<file path="src/hdl/pspp_pkg.sv">
// Constants for the pixel combine datapath: register map, control fields, modes.
// Assumes one core clock and a word-wide register port in the graphics window.
package pspp_pkg;

  // Window of the pipeline parameter registers.
  localparam logic [15:0] WIN_BASE = 16'h8100;
  localparam logic [15:0] WIN_SIZE = 16'h0200;

  // Register byte offsets within the device map.
  localparam logic [15:0] OFS_DST_COORDS = 16'h8100;
  localparam logic [15:0] OFS_SIZE_LEN = 16'h8104;
  localparam logic [15:0] OFS_SRC_COORDS = 16'h8108;
  localparam logic [15:0] OFS_SRC_COLORS = 16'h810C;
  localparam logic [15:0] OFS_PAT_COLORS_LO = 16'h8110;
  localparam logic [15:0] OFS_PAT_COLORS_HI = 16'h8114;
  localparam logic [15:0] OFS_PAT_WORD0 = 16'h8120;
  localparam logic [15:0] OFS_PAT_WORD1 = 16'h8124;
  localparam logic [15:0] OFS_PAT_WORD2 = 16'h8128;
  localparam logic [15:0] OFS_PAT_WORD3 = 16'h812C;
  localparam logic [15:0] OFS_COMBINE_CTRL = 16'h8200;
  localparam logic [15:0] OFS_WRITE_COUNT = 16'h8220;

  // Storage slots of the register array.
  localparam logic [3:0] IDX_DST = 4'h0;
  localparam logic [3:0] IDX_SIZE = 4'h1;
  localparam logic [3:0] IDX_SRC = 4'h2;
  localparam logic [3:0] IDX_SRC_COL = 4'h3;
  localparam logic [3:0] IDX_PAT_LO = 4'h4;
  localparam logic [3:0] IDX_PAT_HI = 4'h5;
  localparam logic [3:0] IDX_PAT0 = 4'h6;
  localparam logic [3:0] IDX_PAT1 = 4'h7;
  localparam logic [3:0] IDX_PAT2 = 4'h8;
  localparam logic [3:0] IDX_PAT3 = 4'h9;
  localparam logic [3:0] IDX_CTRL = 4'hA;
  localparam logic [3:0] IDX_COUNT = 4'hB;
  localparam logic [3:0] IDX_NONE = 4'hF;
  localparam int NUM_STORED = 11;

  // Reset value of every stored register.
  localparam logic [31:0] REG_RESET = 32'h0000_0000;

  // Fields of the pixel combine control register.
  localparam int CTRL_OP_LSB = 0;
  localparam int CTRL_MODE_LSB = 8;
  localparam int CTRL_PAT_TRANSP = 10;
  localparam int CTRL_SRC_TRANSP = 11;

  // Pattern modes held in control bits 9:8.
  typedef enum logic [1:0] {
    PSPP_PAT_SOLID = 2'b00,
    PSPP_PAT_MONO = 2'b01,
    PSPP_PAT_DITHER = 2'b10,
    PSPP_PAT_COLOR = 2'b11
  } pspp_pat_mode_type;

endpackage

</file>
<file path="src/hdl/pspp_pixel_path.sv">
// Pixel combine datapath: pattern and source expansion, transparency, ternary op.
// Assumes a register port and a pixel stream, both on the single core clock.
//
// Notes on behaviour
// - Mode 11b uses pattern bits as colour pixels.
// - 8-bpp colour row: low 64 bits, byte0 leftmost.
// - 16-bpp colour row: all 128 bits, halfword0 leftmost.
// - Source bit 0 picks colour zero, 1 colour one.
// - Source transparency drops expanded source pixels with source bit clear.
// - Output bit indexes op code by pattern-source-destination.
// - F0 pattern, CC source, 5A, 66 XORs, 55 invert.
// - Parameter registers span 200h locations from 8100h.
// - First register holds destination or vector start.
// - Size register: width/height or error/length.
// - Source register: source X/Y or error terms.
// - Four pattern words give 128 bits, word0 lowest.
// - Four pattern colours, two per register, expand patterns.
// - Mode 01b: bit 0 colour zero, 1 colour one.
// - Mode 10b: two bits pick four colours.
// - Pattern transparency drops clear monochrome pattern pixels.
`timescale 1ns/100ps
module pspp_pixel_path #(
  parameter int PIXEL_W = 16
) (
  input wire logic core_clk,
  input wire logic rstn,
  // Register port: byte address, strobes and data.
  input wire logic [15:0] reg_addr,
  input wire logic reg_wr,
  input wire logic reg_rd,
  input wire logic [3:0] reg_be,
  input wire logic [31:0] reg_wdata,
  output logic [31:0] reg_rdata,
  output logic reg_rvalid,
  // Parameters handed to the walking engine.
  output logic [31:0] destination_start_coords,
  output logic [31:0] size_or_vector_length,
  output logic [31:0] source_coords_or_errors,
  // Pixel stream in.
  input wire logic px_valid,
  input wire logic [2:0] px_col,
  input wire logic [2:0] px_row,
  input wire logic px_bpp16,
  input wire logic px_src_expand,
  input wire logic px_src_bit,
  input wire logic [PIXEL_W-1:0] px_src_pixel,
  input wire logic [PIXEL_W-1:0] px_dst_pixel,
  // Pixel stream out.
  output logic out_valid,
  output logic out_write,
  output logic [PIXEL_W-1:0] out_pixel
);

  // The pattern layout assumes sixteen-bit pixels; other widths are refused.
  if (PIXEL_W != 16)
  begin : g_width_check
    $error("pspp_pixel_path supports only PIXEL_W of 16.");
  end

  // Every stored slot needs a code below the unmapped code.
  if (pspp_pkg::NUM_STORED >= 15)
  begin : g_slot_check
    $error("pspp_pixel_path has more stored registers than slot codes.");
  end

  // Maps a byte address to a storage slot, or to none.
  function automatic logic [3:0] slot_of(input logic [15:0] a);
    logic [3:0] s;
    s = pspp_pkg::IDX_NONE;
    // Anything outside the window or off word alignment is unmapped.
    if (a >= pspp_pkg::WIN_BASE && a < pspp_pkg::WIN_BASE + pspp_pkg::WIN_SIZE
        && a[1:0] == 2'b00)
    begin
      case (a)
        pspp_pkg::OFS_DST_COORDS: s = pspp_pkg::IDX_DST;
        pspp_pkg::OFS_SIZE_LEN: s = pspp_pkg::IDX_SIZE;
        pspp_pkg::OFS_SRC_COORDS: s = pspp_pkg::IDX_SRC;
        pspp_pkg::OFS_SRC_COLORS: s = pspp_pkg::IDX_SRC_COL;
        pspp_pkg::OFS_PAT_COLORS_LO: s = pspp_pkg::IDX_PAT_LO;
        pspp_pkg::OFS_PAT_COLORS_HI: s = pspp_pkg::IDX_PAT_HI;
        pspp_pkg::OFS_PAT_WORD0: s = pspp_pkg::IDX_PAT0;
        pspp_pkg::OFS_PAT_WORD1: s = pspp_pkg::IDX_PAT1;
        pspp_pkg::OFS_PAT_WORD2: s = pspp_pkg::IDX_PAT2;
        pspp_pkg::OFS_PAT_WORD3: s = pspp_pkg::IDX_PAT3;
        pspp_pkg::OFS_COMBINE_CTRL: s = pspp_pkg::IDX_CTRL;
        pspp_pkg::OFS_WRITE_COUNT: s = pspp_pkg::IDX_COUNT;
        // Holes inside the window, such as 8118h, read as unmapped.
        default: s = pspp_pkg::IDX_NONE;
      endcase
    end
    return s;
  endfunction

  // Writable register storage, one word per slot.
  logic [31:0] regs_q [0:pspp_pkg::NUM_STORED-1];
  // Count of pixels that were written out.
  logic [31:0] write_count_q;
  // Slot addressed by the current access.
  logic [3:0] acc_slot;

  assign acc_slot = slot_of(reg_addr);

  // Register writes honour byte enables; the counter is read only.
  always_ff @(posedge core_clk or negedge rstn)
  begin
    if (!rstn)
    begin
      // All slots clear together, so no stale parameter survives a reset.
      for (int i = 0; i < pspp_pkg::NUM_STORED; i++)
      begin
        regs_q[i] <= pspp_pkg::REG_RESET;
      end
    end
    // Unmapped addresses and the read-only counter fall through here.
    else if (reg_wr && acc_slot < 4'(pspp_pkg::NUM_STORED))
    begin
      // Each enabled byte lane replaces its byte.
      for (int k = 0; k < 4; k++)
      begin
        if (reg_be[k])
        begin
          regs_q[acc_slot][8*k +: 8] <= reg_wdata[8*k +: 8];
        end
      end
    end
  end

  // Read data is registered and answered one cycle after the strobe.
  always_ff @(posedge core_clk or negedge rstn)
  begin
    if (!rstn)
    begin
      reg_rdata <= 32'h0000_0000;
      reg_rvalid <= 1'b0;
    end
    else
    begin
      reg_rvalid <= reg_rd;
      if (reg_rd)
      begin
        // Unmapped addresses read as zero.
        // A read beside an increment returns the count before it.
        if (acc_slot == pspp_pkg::IDX_COUNT)
        begin
          reg_rdata <= write_count_q;
        end
        else if (acc_slot < 4'(pspp_pkg::NUM_STORED))
        begin
          reg_rdata <= regs_q[acc_slot];
        end
        else
        begin
          reg_rdata <= 32'h0000_0000;
        end
      end
    end
  end

  // Coordinate, size and source words go to the walking engine unchanged.
  assign destination_start_coords = regs_q[pspp_pkg::IDX_DST];
  assign size_or_vector_length = regs_q[pspp_pkg::IDX_SIZE];
  assign source_coords_or_errors = regs_q[pspp_pkg::IDX_SRC];

  // Control fields.
  logic [7:0] ternary_op_code;
  pspp_pkg::pspp_pat_mode_type pat_mode;
  logic pat_transp;
  logic src_transp;

  assign ternary_op_code = regs_q[pspp_pkg::IDX_CTRL][pspp_pkg::CTRL_OP_LSB +: 8];
  assign pat_mode = pspp_pkg::pspp_pat_mode_type'(
    regs_q[pspp_pkg::IDX_CTRL][pspp_pkg::CTRL_MODE_LSB +: 2]);
  assign pat_transp = regs_q[pspp_pkg::IDX_CTRL][pspp_pkg::CTRL_PAT_TRANSP];
  assign src_transp = regs_q[pspp_pkg::IDX_CTRL][pspp_pkg::CTRL_SRC_TRANSP];

  // The 128 pattern bits, word0 in the lowest bits.
  logic [127:0] pattern_bits;

  assign pattern_bits = {regs_q[pspp_pkg::IDX_PAT3], regs_q[pspp_pkg::IDX_PAT2],
                         regs_q[pspp_pkg::IDX_PAT1], regs_q[pspp_pkg::IDX_PAT0]};

  // Colour values, low halfword first in each register.
  logic [15:0] source_color_zero;
  logic [15:0] source_color_one;
  logic [15:0] pattern_color_zero;
  logic [15:0] pattern_color_one;
  logic [15:0] pattern_color_two;
  logic [15:0] pattern_color_three;

  // Source colour zero sits at 810Ch and colour one at 810Eh.
  assign source_color_zero = regs_q[pspp_pkg::IDX_SRC_COL][15:0];
  assign source_color_one = regs_q[pspp_pkg::IDX_SRC_COL][31:16];
  assign pattern_color_zero = regs_q[pspp_pkg::IDX_PAT_LO][15:0];
  assign pattern_color_one = regs_q[pspp_pkg::IDX_PAT_LO][31:16];
  assign pattern_color_two = regs_q[pspp_pkg::IDX_PAT_HI][15:0];
  assign pattern_color_three = regs_q[pspp_pkg::IDX_PAT_HI][31:16];

  // Bit positions of the current pixel inside the pattern.
  logic [6:0] mono_pos;
  logic [6:0] dith_lo_pos;
  logic [6:0] dith_hi_pos;

  // Bit of a column inside a pattern byte; bit 7 is the leftmost pixel.
  function automatic logic [2:0] col_bit(input logic [2:0] col);
    logic [2:0] pos;
    pos = 3'h7 - col;
    return pos;
  endfunction

  // Mono rows are bytes; the byte's bit 7 is the leftmost pixel.
  assign mono_pos = {1'b0, px_row, col_bit(px_col)};
  // Dither rows are halfwords: low byte least, high byte most significant bit.
  assign dith_lo_pos = {px_row, 1'b0, col_bit(px_col)};
  assign dith_hi_pos = {px_row, 1'b1, col_bit(px_col)};

  // Expanded pattern colour and its transparency for this pixel.
  logic [15:0] pat_pixel;
  logic pat_keep;

  // Pattern expansion chosen by the two-bit mode.
  always_comb
  begin
    pat_pixel = pattern_color_zero;
    pat_keep = 1'b1;
    case (pat_mode)
      pspp_pkg::PSPP_PAT_SOLID:
      begin
        // Solid fills always take colour zero.
        pat_pixel = pattern_color_zero;
      end
      pspp_pkg::PSPP_PAT_MONO:
      begin
        // One bit picks between two colours.
        pat_pixel = pattern_bits[mono_pos] ? pattern_color_one
                                           : pattern_color_zero;
        // Clear bits are dropped while transparency is on.
        pat_keep = !pat_transp || pattern_bits[mono_pos];
      end
      pspp_pkg::PSPP_PAT_DITHER:
      begin
        // Two bits pick one of four colours.
        // Pattern transparency does not apply to dither patterns.
        case ({pattern_bits[dith_hi_pos], pattern_bits[dith_lo_pos]})
          2'b00: pat_pixel = pattern_color_zero;
          2'b01: pat_pixel = pattern_color_one;
          2'b10: pat_pixel = pattern_color_two;
          default: pat_pixel = pattern_color_three;
        endcase
      end
      pspp_pkg::PSPP_PAT_COLOR:
      begin
        // The pattern bits are the pixels of a single row.
        // The row input is ignored; software reloads each row.
        if (px_bpp16)
        begin
          pat_pixel = pattern_bits[16*px_col +: 16];
        end
        else
        begin
          pat_pixel = {8'h00, pattern_bits[8*px_col +: 8]};
        end
      end
      default:
      begin
        pat_pixel = pattern_color_zero;
      end
    endcase
  end

  // Source pixel after colour expansion, and its transparency.
  logic [15:0] src_pixel;
  logic src_keep;

  // Monochrome source expands to two colours when requested.
  always_comb
  begin
    if (px_src_expand)
    begin
      src_pixel = px_src_bit ? source_color_one : source_color_zero;
      src_keep = !src_transp || px_src_bit;
    end
    else
    begin
      // Colour source data passes unchanged and is never transparent.
      src_pixel = px_src_pixel;
      src_keep = 1'b1;
    end
  end

  // At 8 bpp only the low byte of each operand takes part.
  logic [15:0] depth_mask;
  logic [15:0] op_result;

  // Masking the result keeps the upper output byte at zero at 8 bpp; masked operands alone do not, since op code bit 0 fills it.
  assign depth_mask = px_bpp16 ? 16'hFFFF : 16'h00FF;

  // Ternary combine of pattern, source and destination.
  // The op code is read live, so a control write acts on the next pixel.
  pspp_ternary_op #(
    .WIDTH(16)
  ) u_op (
    .ternary_op_code(ternary_op_code),
    .pat_word(pat_pixel & depth_mask),
    .src_word(src_pixel & depth_mask),
    .dst_word(px_dst_pixel & depth_mask),
    .result_word(op_result)
  );

  // Output stage: one cycle after the input pixel.
  always_ff @(posedge core_clk or negedge rstn)
  begin
    if (!rstn)
    begin
      out_valid <= 1'b0;
      out_write <= 1'b0;
      out_pixel <= 16'h0000;
    end
    else
    begin
      // Every taken pixel gets exactly one result, one cycle later.
      out_valid <= px_valid;
      // A pixel is written only if neither transparency drops it.
      out_write <= px_valid && pat_keep && src_keep;
      // Idle cycles keep the last result so the pixel output stands still.
      if (px_valid)
      begin
        out_pixel <= op_result & depth_mask;
      end
    end
  end

  // Counts the pixels actually written, for software to observe.
  always_ff @(posedge core_clk or negedge rstn)
  begin
    if (!rstn)
    begin
      write_count_q <= 32'h0000_0000;
    end
    // The tally wraps to zero after its largest value.
    else if (out_write)
    begin
      write_count_q <= write_count_q + 32'h0000_0001;
    end
  end

endmodule

</file>
<file path="src/hdl/pspp_ternary_op.sv">
// Bitwise ternary raster operation over pattern, source and destination words.
// Assumes purely combinational use inside the pixel path on the core clock.
`timescale 1ns/100ps
module pspp_ternary_op #(
  parameter int WIDTH = 16
) (
  input wire logic [7:0] ternary_op_code,
  input wire logic [WIDTH-1:0] pat_word,
  input wire logic [WIDTH-1:0] src_word,
  input wire logic [WIDTH-1:0] dst_word,
  output logic [WIDTH-1:0] result_word
);

  // Each bit position is combined on its own, so depth does not matter.
  genvar b;
  generate
    for (b = 0; b < WIDTH; b++)
    begin : g_bit
      // The triple forms the index; the pattern bit is the top index bit.
      assign result_word[b] =
        ternary_op_code[{pat_word[b], src_word[b], dst_word[b]}];
    end
  endgenerate

endmodule

</file>
<file path="config.mk">
export PLATFORM = sky130hd
export DESIGN_NAME = pspp_pixel_path
export DESIGN_NICKNAME = d
export VERILOG_FILES = /design/src/hdl/pspp_pkg.sv /design/src/hdl/pspp_pixel_path.sv /design/src/hdl/pspp_ternary_op.sv
export SDC_FILE = /design/constraint.sdc
export NUM_CORES = 1
export LEC_CHECK = 0
export BUFFER_PORTS_ARGS = -buffer_cell sky130_fd_sc_hd__buf_2
export CORE_ASPECT_RATIO = 1.1
export CORE_MARGIN = 2
export CORE_UTILIZATION = 50
export DETAILED_ROUTE_END_ITERATION = 10
export PLACE_DENSITY = 0.72
export SETUP_SLACK_MARGIN = 0.3
export SYNTH_ARGS = -nofsm -noshare
export SYNTH_HDL_FRONTEND = slang
export SYNTH_SLANG_ARGS = --single-unit
</file>
<file path="constraint.sdc">
create_clock -name core_clk -period 2.7 [get_ports core_clk]
set_input_delay 0.54 -clock core_clk [delete_from_list [all_inputs] [get_ports core_clk]]
set_output_delay 0.54 -clock core_clk [all_outputs]
set_load 0.1 [all_outputs]
</file>
# Yosys cells after proc, flatten, opt, wreduce, memory -nomap -nowiden
# Cells that the tools add are included.
[totals] word_cells=154 input_bits=98 output_inout_bits=147 reg_bits=435
[op_classes] n_addsub=2 reduce_logical=13 n_eq_ne=18 bitwise_logic=5 n_mux=73 shifts=2 order_cmp=24
[ops] op="2-to-1 mux 352 bit" n=7
[ops] op="bitwise mux 352 bit" n=4
[ops] op="demux 32 bit (select 4 bit)" n=4
[ops] op="equality test 16 bit (second input constant)" n=12
[ops] op="2-to-1 mux 32 bit" n=5
[ops] op="binary-select mux 32 bit (select 4 bit)" n=1
[ops] op="indexed part select 128 x 7 -> 8 bit" n=1
[ops] op="indexed part select 128 x 8 -> 16 bit" n=1
[ops] op="2-to-1 mux 16 bit" n=6
[ops] op="bitwise AND 16 bit" n=4
[ops] op="less-than comparator 3 x 4 -> 1 bit (second input constant)" n=16
[ops] op="case mux 16 bit (4 select lines)" n=1
[ops] op="binary-select mux 1 bit (select 3 bit)" n=16
[ops] op="case mux 16 bit (3 select lines)" n=1
[ops] op="case mux 4 bit (12 select lines)" n=1
[ops] op="adder 32 x 1 -> 32 bit (second input constant)" n=1
[ops] op="2-to-1 mux 24 bit" n=1
[ops] op="2-to-1 mux 1 bit" n=21
[ops] op="binary-select mux 1 bit (select 6 bit)" n=3
[ops] op="greater-or-equal comparator 16 bit (second input constant)" n=1
[ops] op="less-than comparator 16 bit (second input constant)" n=1
[ops] op="less-than comparator 7 x 8 -> 1 bit (second input constant)" n=2
[ops] op="less-than comparator 6 x 8 -> 1 bit (second input constant)" n=1
[ops] op="2-to-1 mux 8 bit" n=1
[ops] op="13 further kinds" n=25

# Longest topological paths before layout
[depth] ltp_word=20 mapped_depth=15 ltp_nobuf=9

# Modules after synthesis
# From an unflattened synthesis, not the netlist that was laid out.
[hier_totals] hier_cells=2135 area_unflattened_um2=25971.2
[by_module_without_submodules] mod="pspp_pixel_path" area_each_um2=24876.4 seq_area_each_um2=10885.4 cells_per_inst=2079 instances=1
[by_module_without_submodules] mod="pspp_ternary_op" area_each_um2=1094.8 seq_area_each_um2=0.0 cells_per_inst=56 instances=1

# Least setup slack after synthesis
# OpenSTA, ideal clock, no wires.
[synth_timing] path_kind="input to register" start="in px_col[1]" end="reg out_pixel[3]" path_slack_ns=-0.347 setup_time_ns=0.126 arrival_ns=2.920 cell_stages=12 path_cell_list="buf_6 buf_6 buf_6 buf_6 buf_4 buf_2 mux4_2 mux4_2 nand3_1 o311a_1 o21ai_0 a221o_1"
[synth_via] elab_chain_len=10 word_cells_on_any_way=20 classes_between="add/sub: 1; eq/ne: 2; shift: 2; mux: 12; bitwise: 2; reduce/logical: 1"
[synth_rtl] item="from (decl)" line_no="pspp_pixel_path.sv:41" text="input wire logic [2:0] px_col,"
[synth_rtl] item="subtractor 3 bit" line_no="pspp_pixel_path.sv:206" text="pos = 3'h7 - col;"
[synth_rtl] item="binary-select mux 1 bit (select 6 bit)" line_no="pspp_pixel_path.sv:243" text="case ({pattern_bits[dith_hi_pos], pattern_bits[dith_lo_pos]})"
[synth_rtl] item="2-to-1 mux 1 bit (not written as such)" line_no="pspp_pixel_path.sv:243"
[synth_rtl] item="equality test 2 bit (tied with other cells)" line_no="pspp_pixel_path.sv:243"
[synth_rtl] item="case mux 16 bit (3 select lines)" line_no="pspp_pixel_path.sv:243"
[synth_rtl] item="case mux 16 bit (4 select lines) *" line_no="pspp_pixel_path.sv:225" text="case (pat_mode)"
[synth_rtl] item="bitwise AND 16 bit *" line_no="pspp_pixel_path.sv:303" text=".pat_word(pat_pixel & depth_mask),"
[synth_rtl] item="binary-select mux 1 bit (select 3 bit) *" line_no="pspp_ternary_op.sv:21" text="ternary_op_code[{pat_word[b], src_word[b], dst_word[b]}];"
[synth_rtl] item="2-to-1 mux 1 bit (not written as such) *" line_no="pspp_ternary_op.sv:21"
[synth_rtl] item="bitwise AND 16 bit *" line_no="pspp_pixel_path.sv:327" text="out_pixel <= op_result & depth_mask;"
[synth_rtl] item="to (signal assigned)" line_no="pspp_pixel_path.sv:327"
[synth_rtl] item="to (decl)" line_no="pspp_pixel_path.sv:51" text="output logic [PIXEL_W-1:0] out_pixel"
# Every way passes the cells marked *; elsewhere a longest branch is shown, timed or not. The select of a mux whose other input is x is not followed.
# A chain may end at the register's enable or synchronous reset.

# Worst setup path in the final report
[layout_timing] start="reg regs_q, in the netlist pattern_bits[53]" end="reg out_pixel[0]"
[layout_via] elab_chain_len=9 word_cells_on_any_way=14 classes_between="eq/ne: 2; mux: 9; bitwise: 2; reduce/logical: 1"
[layout_rtl] item="from (decl)" line_no="pspp_pixel_path.sv:95" text="logic [31:0] regs_q [0:pspp_pkg::NUM_STORED-1];"
[layout_rtl] item="from (signal, indexed assignment)" line_no="pspp_pixel_path.sv:111" text="regs_q[i] <= pspp_pkg::REG_RESET;"
[layout_rtl] item="from (signal, indexed assignment)" line_no="pspp_pixel_path.sv:122" text="regs_q[acc_slot][8*k +: 8] <= reg_wdata[8*k +: 8];"
[layout_rtl] item="binary-select mux 1 bit (select 6 bit)" line_no="pspp_pixel_path.sv:243"
[layout_rtl] item="2-to-1 mux 1 bit (not written as such)" line_no="pspp_pixel_path.sv:243"
[layout_rtl] item="equality test 2 bit (tied with other cells)" line_no="pspp_pixel_path.sv:243"
[layout_rtl] item="case mux 16 bit (3 select lines)" line_no="pspp_pixel_path.sv:243"
[layout_rtl] item="case mux 16 bit (4 select lines) *" line_no="pspp_pixel_path.sv:225"
[layout_rtl] item="bitwise AND 16 bit *" line_no="pspp_pixel_path.sv:303"
[layout_rtl] item="binary-select mux 1 bit (select 3 bit) *" line_no="pspp_ternary_op.sv:21"
[layout_rtl] item="2-to-1 mux 1 bit (not written as such) *" line_no="pspp_ternary_op.sv:21"
[layout_rtl] item="bitwise AND 16 bit *" line_no="pspp_pixel_path.sv:327"
# Marks and branches as above.

==> impl_metrics.yaml <==
setup_path:
  slowest_delay_ns: 0.43
  worstPathArrival_ns: 3.20
  worstPathRequired_ns: 3.16
  cp_top_family: "compound AO/OA/AOI/OAI gates"
  worstSetupStartpointType: "register"
  worst-path-max-fanout: 8
  critical_path.cell_chain: "mux2i_1 -> a22o_1 -> nor3_1 -> o22a_1 -> o21ai_4 -> buf_6 -> buf_6 -> a2111o_1 -> o311a_1 -> o2111a_1 -> a221o_1"
  slowest_stage: "dfrtp_1"
  endpoint_kind: "register"
  rr_worst_depth: 11
  cp.depth: 11
  cpMostUsedCell: "buf_6"
  path_class: "reg -> reg"
  reg2reg_slack_ns: -0.04
  crit_buf_inv: 2
route:
  antenna_left: 0
  drtPass1Iterations: 6
  wl_um: 107000
  drt-initial-drc-count: 2305
  vias: 22000
  vias_per_cell: 6.74
  wl_per_cell_um: 32.6
  drcViolationCount: 0
sta:
  finClkSkew_ns: 0.0266
  relSlewSlack: 0.267
  fin_crit_ns: 2.74
  setup_ws_ns: -0.0447
  worst_pin_slew_ns: 1.10
  min_period_over_period: 1.02
  rsz0062_at_grt: "yes"
  maxSlewViolCount: 0
  max_freq_mhz: 364
  setup_violations: 12
  hold_viol_final: 0
  hold_ws_ns: 0.274
die:
  die_h_um: 240
  dieArea_um2: 52500
  initial_core_util: 0.506
  io_pins: 245
  core_area_um2: 50100
  fp.dieW_um: 219
  rows: 86
logic_synthesis:
  ys_seq_area_frac: 0.429
  synth_common_cells: "dfrtp_1 (435), mux2_2 (367), o22ai_1 (130), clkbuf_1 (110), o21ai_0 (108)"
  synth_largest_area_cell: "dfrtp_1"
  ys_ff_latch: 435
  syn_avg_cell_area_um2: 11.9
  synth_edf_count: 0
  synth_cell_type_count: 84
  ys.warnings.count: 0
  syn_nets: 2233
  synth_top_cell_area_share: 0.429
  syn-instance-count: 2134
  ys.flop_type: "dfrtp_1"
  netlist_area_um2: 25400
  yosys-top-cells-area: "dfrtp_1 (43%), mux2_2 (16%), mux4_2 (9.1%), o22ai_1 (3.2%), buf_4 (3.2%)"
  synth-async-reset-ratio: 1.00
  synth.most_common_cell: "dfrtp_1"
power_and_ir_drop:
  p_seq_frac: 0.452
  switchingPower_mw: 4.02
  p_leak_nw: 16.0
  power_mw: 14.9
  internal_power_mw: 10.8
  pwr-share-comb: 0.101
  switching_share: 0.270
  p_clk_frac: 0.447
  power.density_nw_per_um2: 443
  irDropWorstVdd_uv: 508
clocking:
  cts.sinks: 435
  htree_levels: 2
  clk_pin_slew_ns: 0.07
  cts_tree: "yes"
  clock_latency_ns: 0.60
  clock_path_buffers: 3
  cts_made_buffers: 47
  cts_root_buf: "clkbuf_16"
global_route:
  grt_overflow: 0
  grt_max_degree: 78
  grt_pass1_vias: 21700
  grt_pass1_wl_um: 150000
  antenna_found_initial: 9
  grt_usage: 0.394
layout:
  drive_gt1_frac: 0.556
  final_area_um2: 33500
  synthToLayoutAreaGrowth_pct: 32.2
  antenna_cells: 0
  final_net_count: 2671
status:
  outcome: "finished, violations left"
  violations: "negative setup slack"
place:
  place_area_um2: 29200
  gp_congestion: 1.00
  port_buffers: 244
  dpl.hpwl_um: 77900
worst_hold_path:
  hp-class: "in -> reg"
  hold_depth: 1
job:
  maxCapViolCount: 0
## worst register-to-register path, stage by stage, from the launching register on
cell and delay, ns:
dfrtp_1 0.43, mux2i_1 0.14, a22o_1 0.29, nor3_1 0.23
o22a_1 0.22, o21ai_4 0.07, buf_6 0.14, buf_6 0.13
a2111o_1 0.42, o311a_1 0.14, o2111a_1 0.15, a221o_1 0.26
## placed cells by master (no fill, tap or decap), drive strengths merged, types with 8 or more instances in the layout
cell and instances:
o21ai 117, a32oi 29, buf 638, and2 28, nor2b 9, a31oi 8, a211oi 18, mux2 369
mux2i 62, nand2b 15, a2111o 8, a221oi 10, a21boi 16, o311a 8, nand2 119, nand4 14
xnor2 21, clkbuf 73, inv 27, and3 16, a221o 16, clkinv 12, o221ai 25, o22ai 130
o2111a 13, nor2 70, xor2 12, a21oi 68, dfrtp 435, nand3 39, o211a 10, mux4 103
## state kept, by name (all words and copies together) (netlist names), 16 cells and up
register	cells
destination_start_coords	32
out_pixel	16
pattern_bits	128
pattern_color_one	16
pattern_color_three	16
pattern_color_two	16
pattern_color_zero	16
reg_rdata	32
regs_q	61
size_or_vector_length	32
source_coords_or_errors	32
write_count_q	32
## final timing paths
path                                                from                            end
max in group asynchronous                           rstn  write_count_q[12]$_DFFE_PN0P_
setup reg to reg            pattern_bits[53]$_DFFE_PN0P_       out_pixel[0]$_DFFE_PN0P_
setup / recovery            pattern_bits[53]$_DFFE_PN0P_       out_pixel[0]$_DFFE_PN0P_
hold / removal                                  px_valid            out_valid$_DFF_PN0_
hold reg to reg            write_count_q[21]$_DFFE_PN0P_  write_count_q[21]$_DFFE_PN0P_
min in group asynchronous                           rstn   write_count_q[4]$_DFFE_PN0P_
## cells by family after synthesis
group | Yosys count | share of synthesized area
flip-flops | 435 | 0.429
buffers and inverters | 284 | 0.0635
AND/OR/NAND/NOR | 339 | 0.0762
adder cells (fa/ha/maj) | 1 | 0.000493
multiplexers | 534 | 0.280
AO/OA/AOI/OAI | 508 | 0.139
XOR/XNOR | 33 | 0.0114
## stage by stage
step	TNS (ns)	utilization	instances	setup WS, ns
floorplan	-85.88	-	2134	-0.289
global placement	-147.84	0.583	3138	-0.731
detailed placement	-175.70	0.583	3138	-0.699
CTS	0	0.627	3238	0.00909
global route	-1.26	0.669	3268	-0.120
finish	-0.261	0.669	3268	-0.0447
## area by class of cell
cell class | instances | area [um^2]
fillers | 3722 | 16600
multi-input cells | 1415 | 14900
flip-flops and latches | 435 | 10900
repair buffers | 647 | 5280
clock buffers | 66 | 1340
well taps | 660 | 826
clock inverters | 19 | 219
inverters | 26 | 97.6
## power by group through the flow
stage	clock network, mW	registers (mW)	logic, mW
finish	6.64	6.72	1.50
detailed placement	0	6.82	1.38
global route	6.93	6.72	1.59
floorplan	0	7.03	0.531
global placement	0	6.82	1.36
CTS	6.64	6.71	1.44
## metal layers
metal  vias up  share of wire  track usage
li1       8930              -            -
met1     11400           0.39        0.541
met2      1404           0.45        0.608
met3       314           0.10       0.0849
met4         2          0.051        0.158
met5         -        0.00010            0
## repair_timing
action,CTS,global route
endpoints found under the hold margin,5,0
gates resized for setup,113,393
setup endpoints to repair,378,374
gates cloned,1,6
setup buffers,13,24
pin swaps,42,108
hold buffers,1,0
Note: power is estimated with default switching activity, not from simulation.
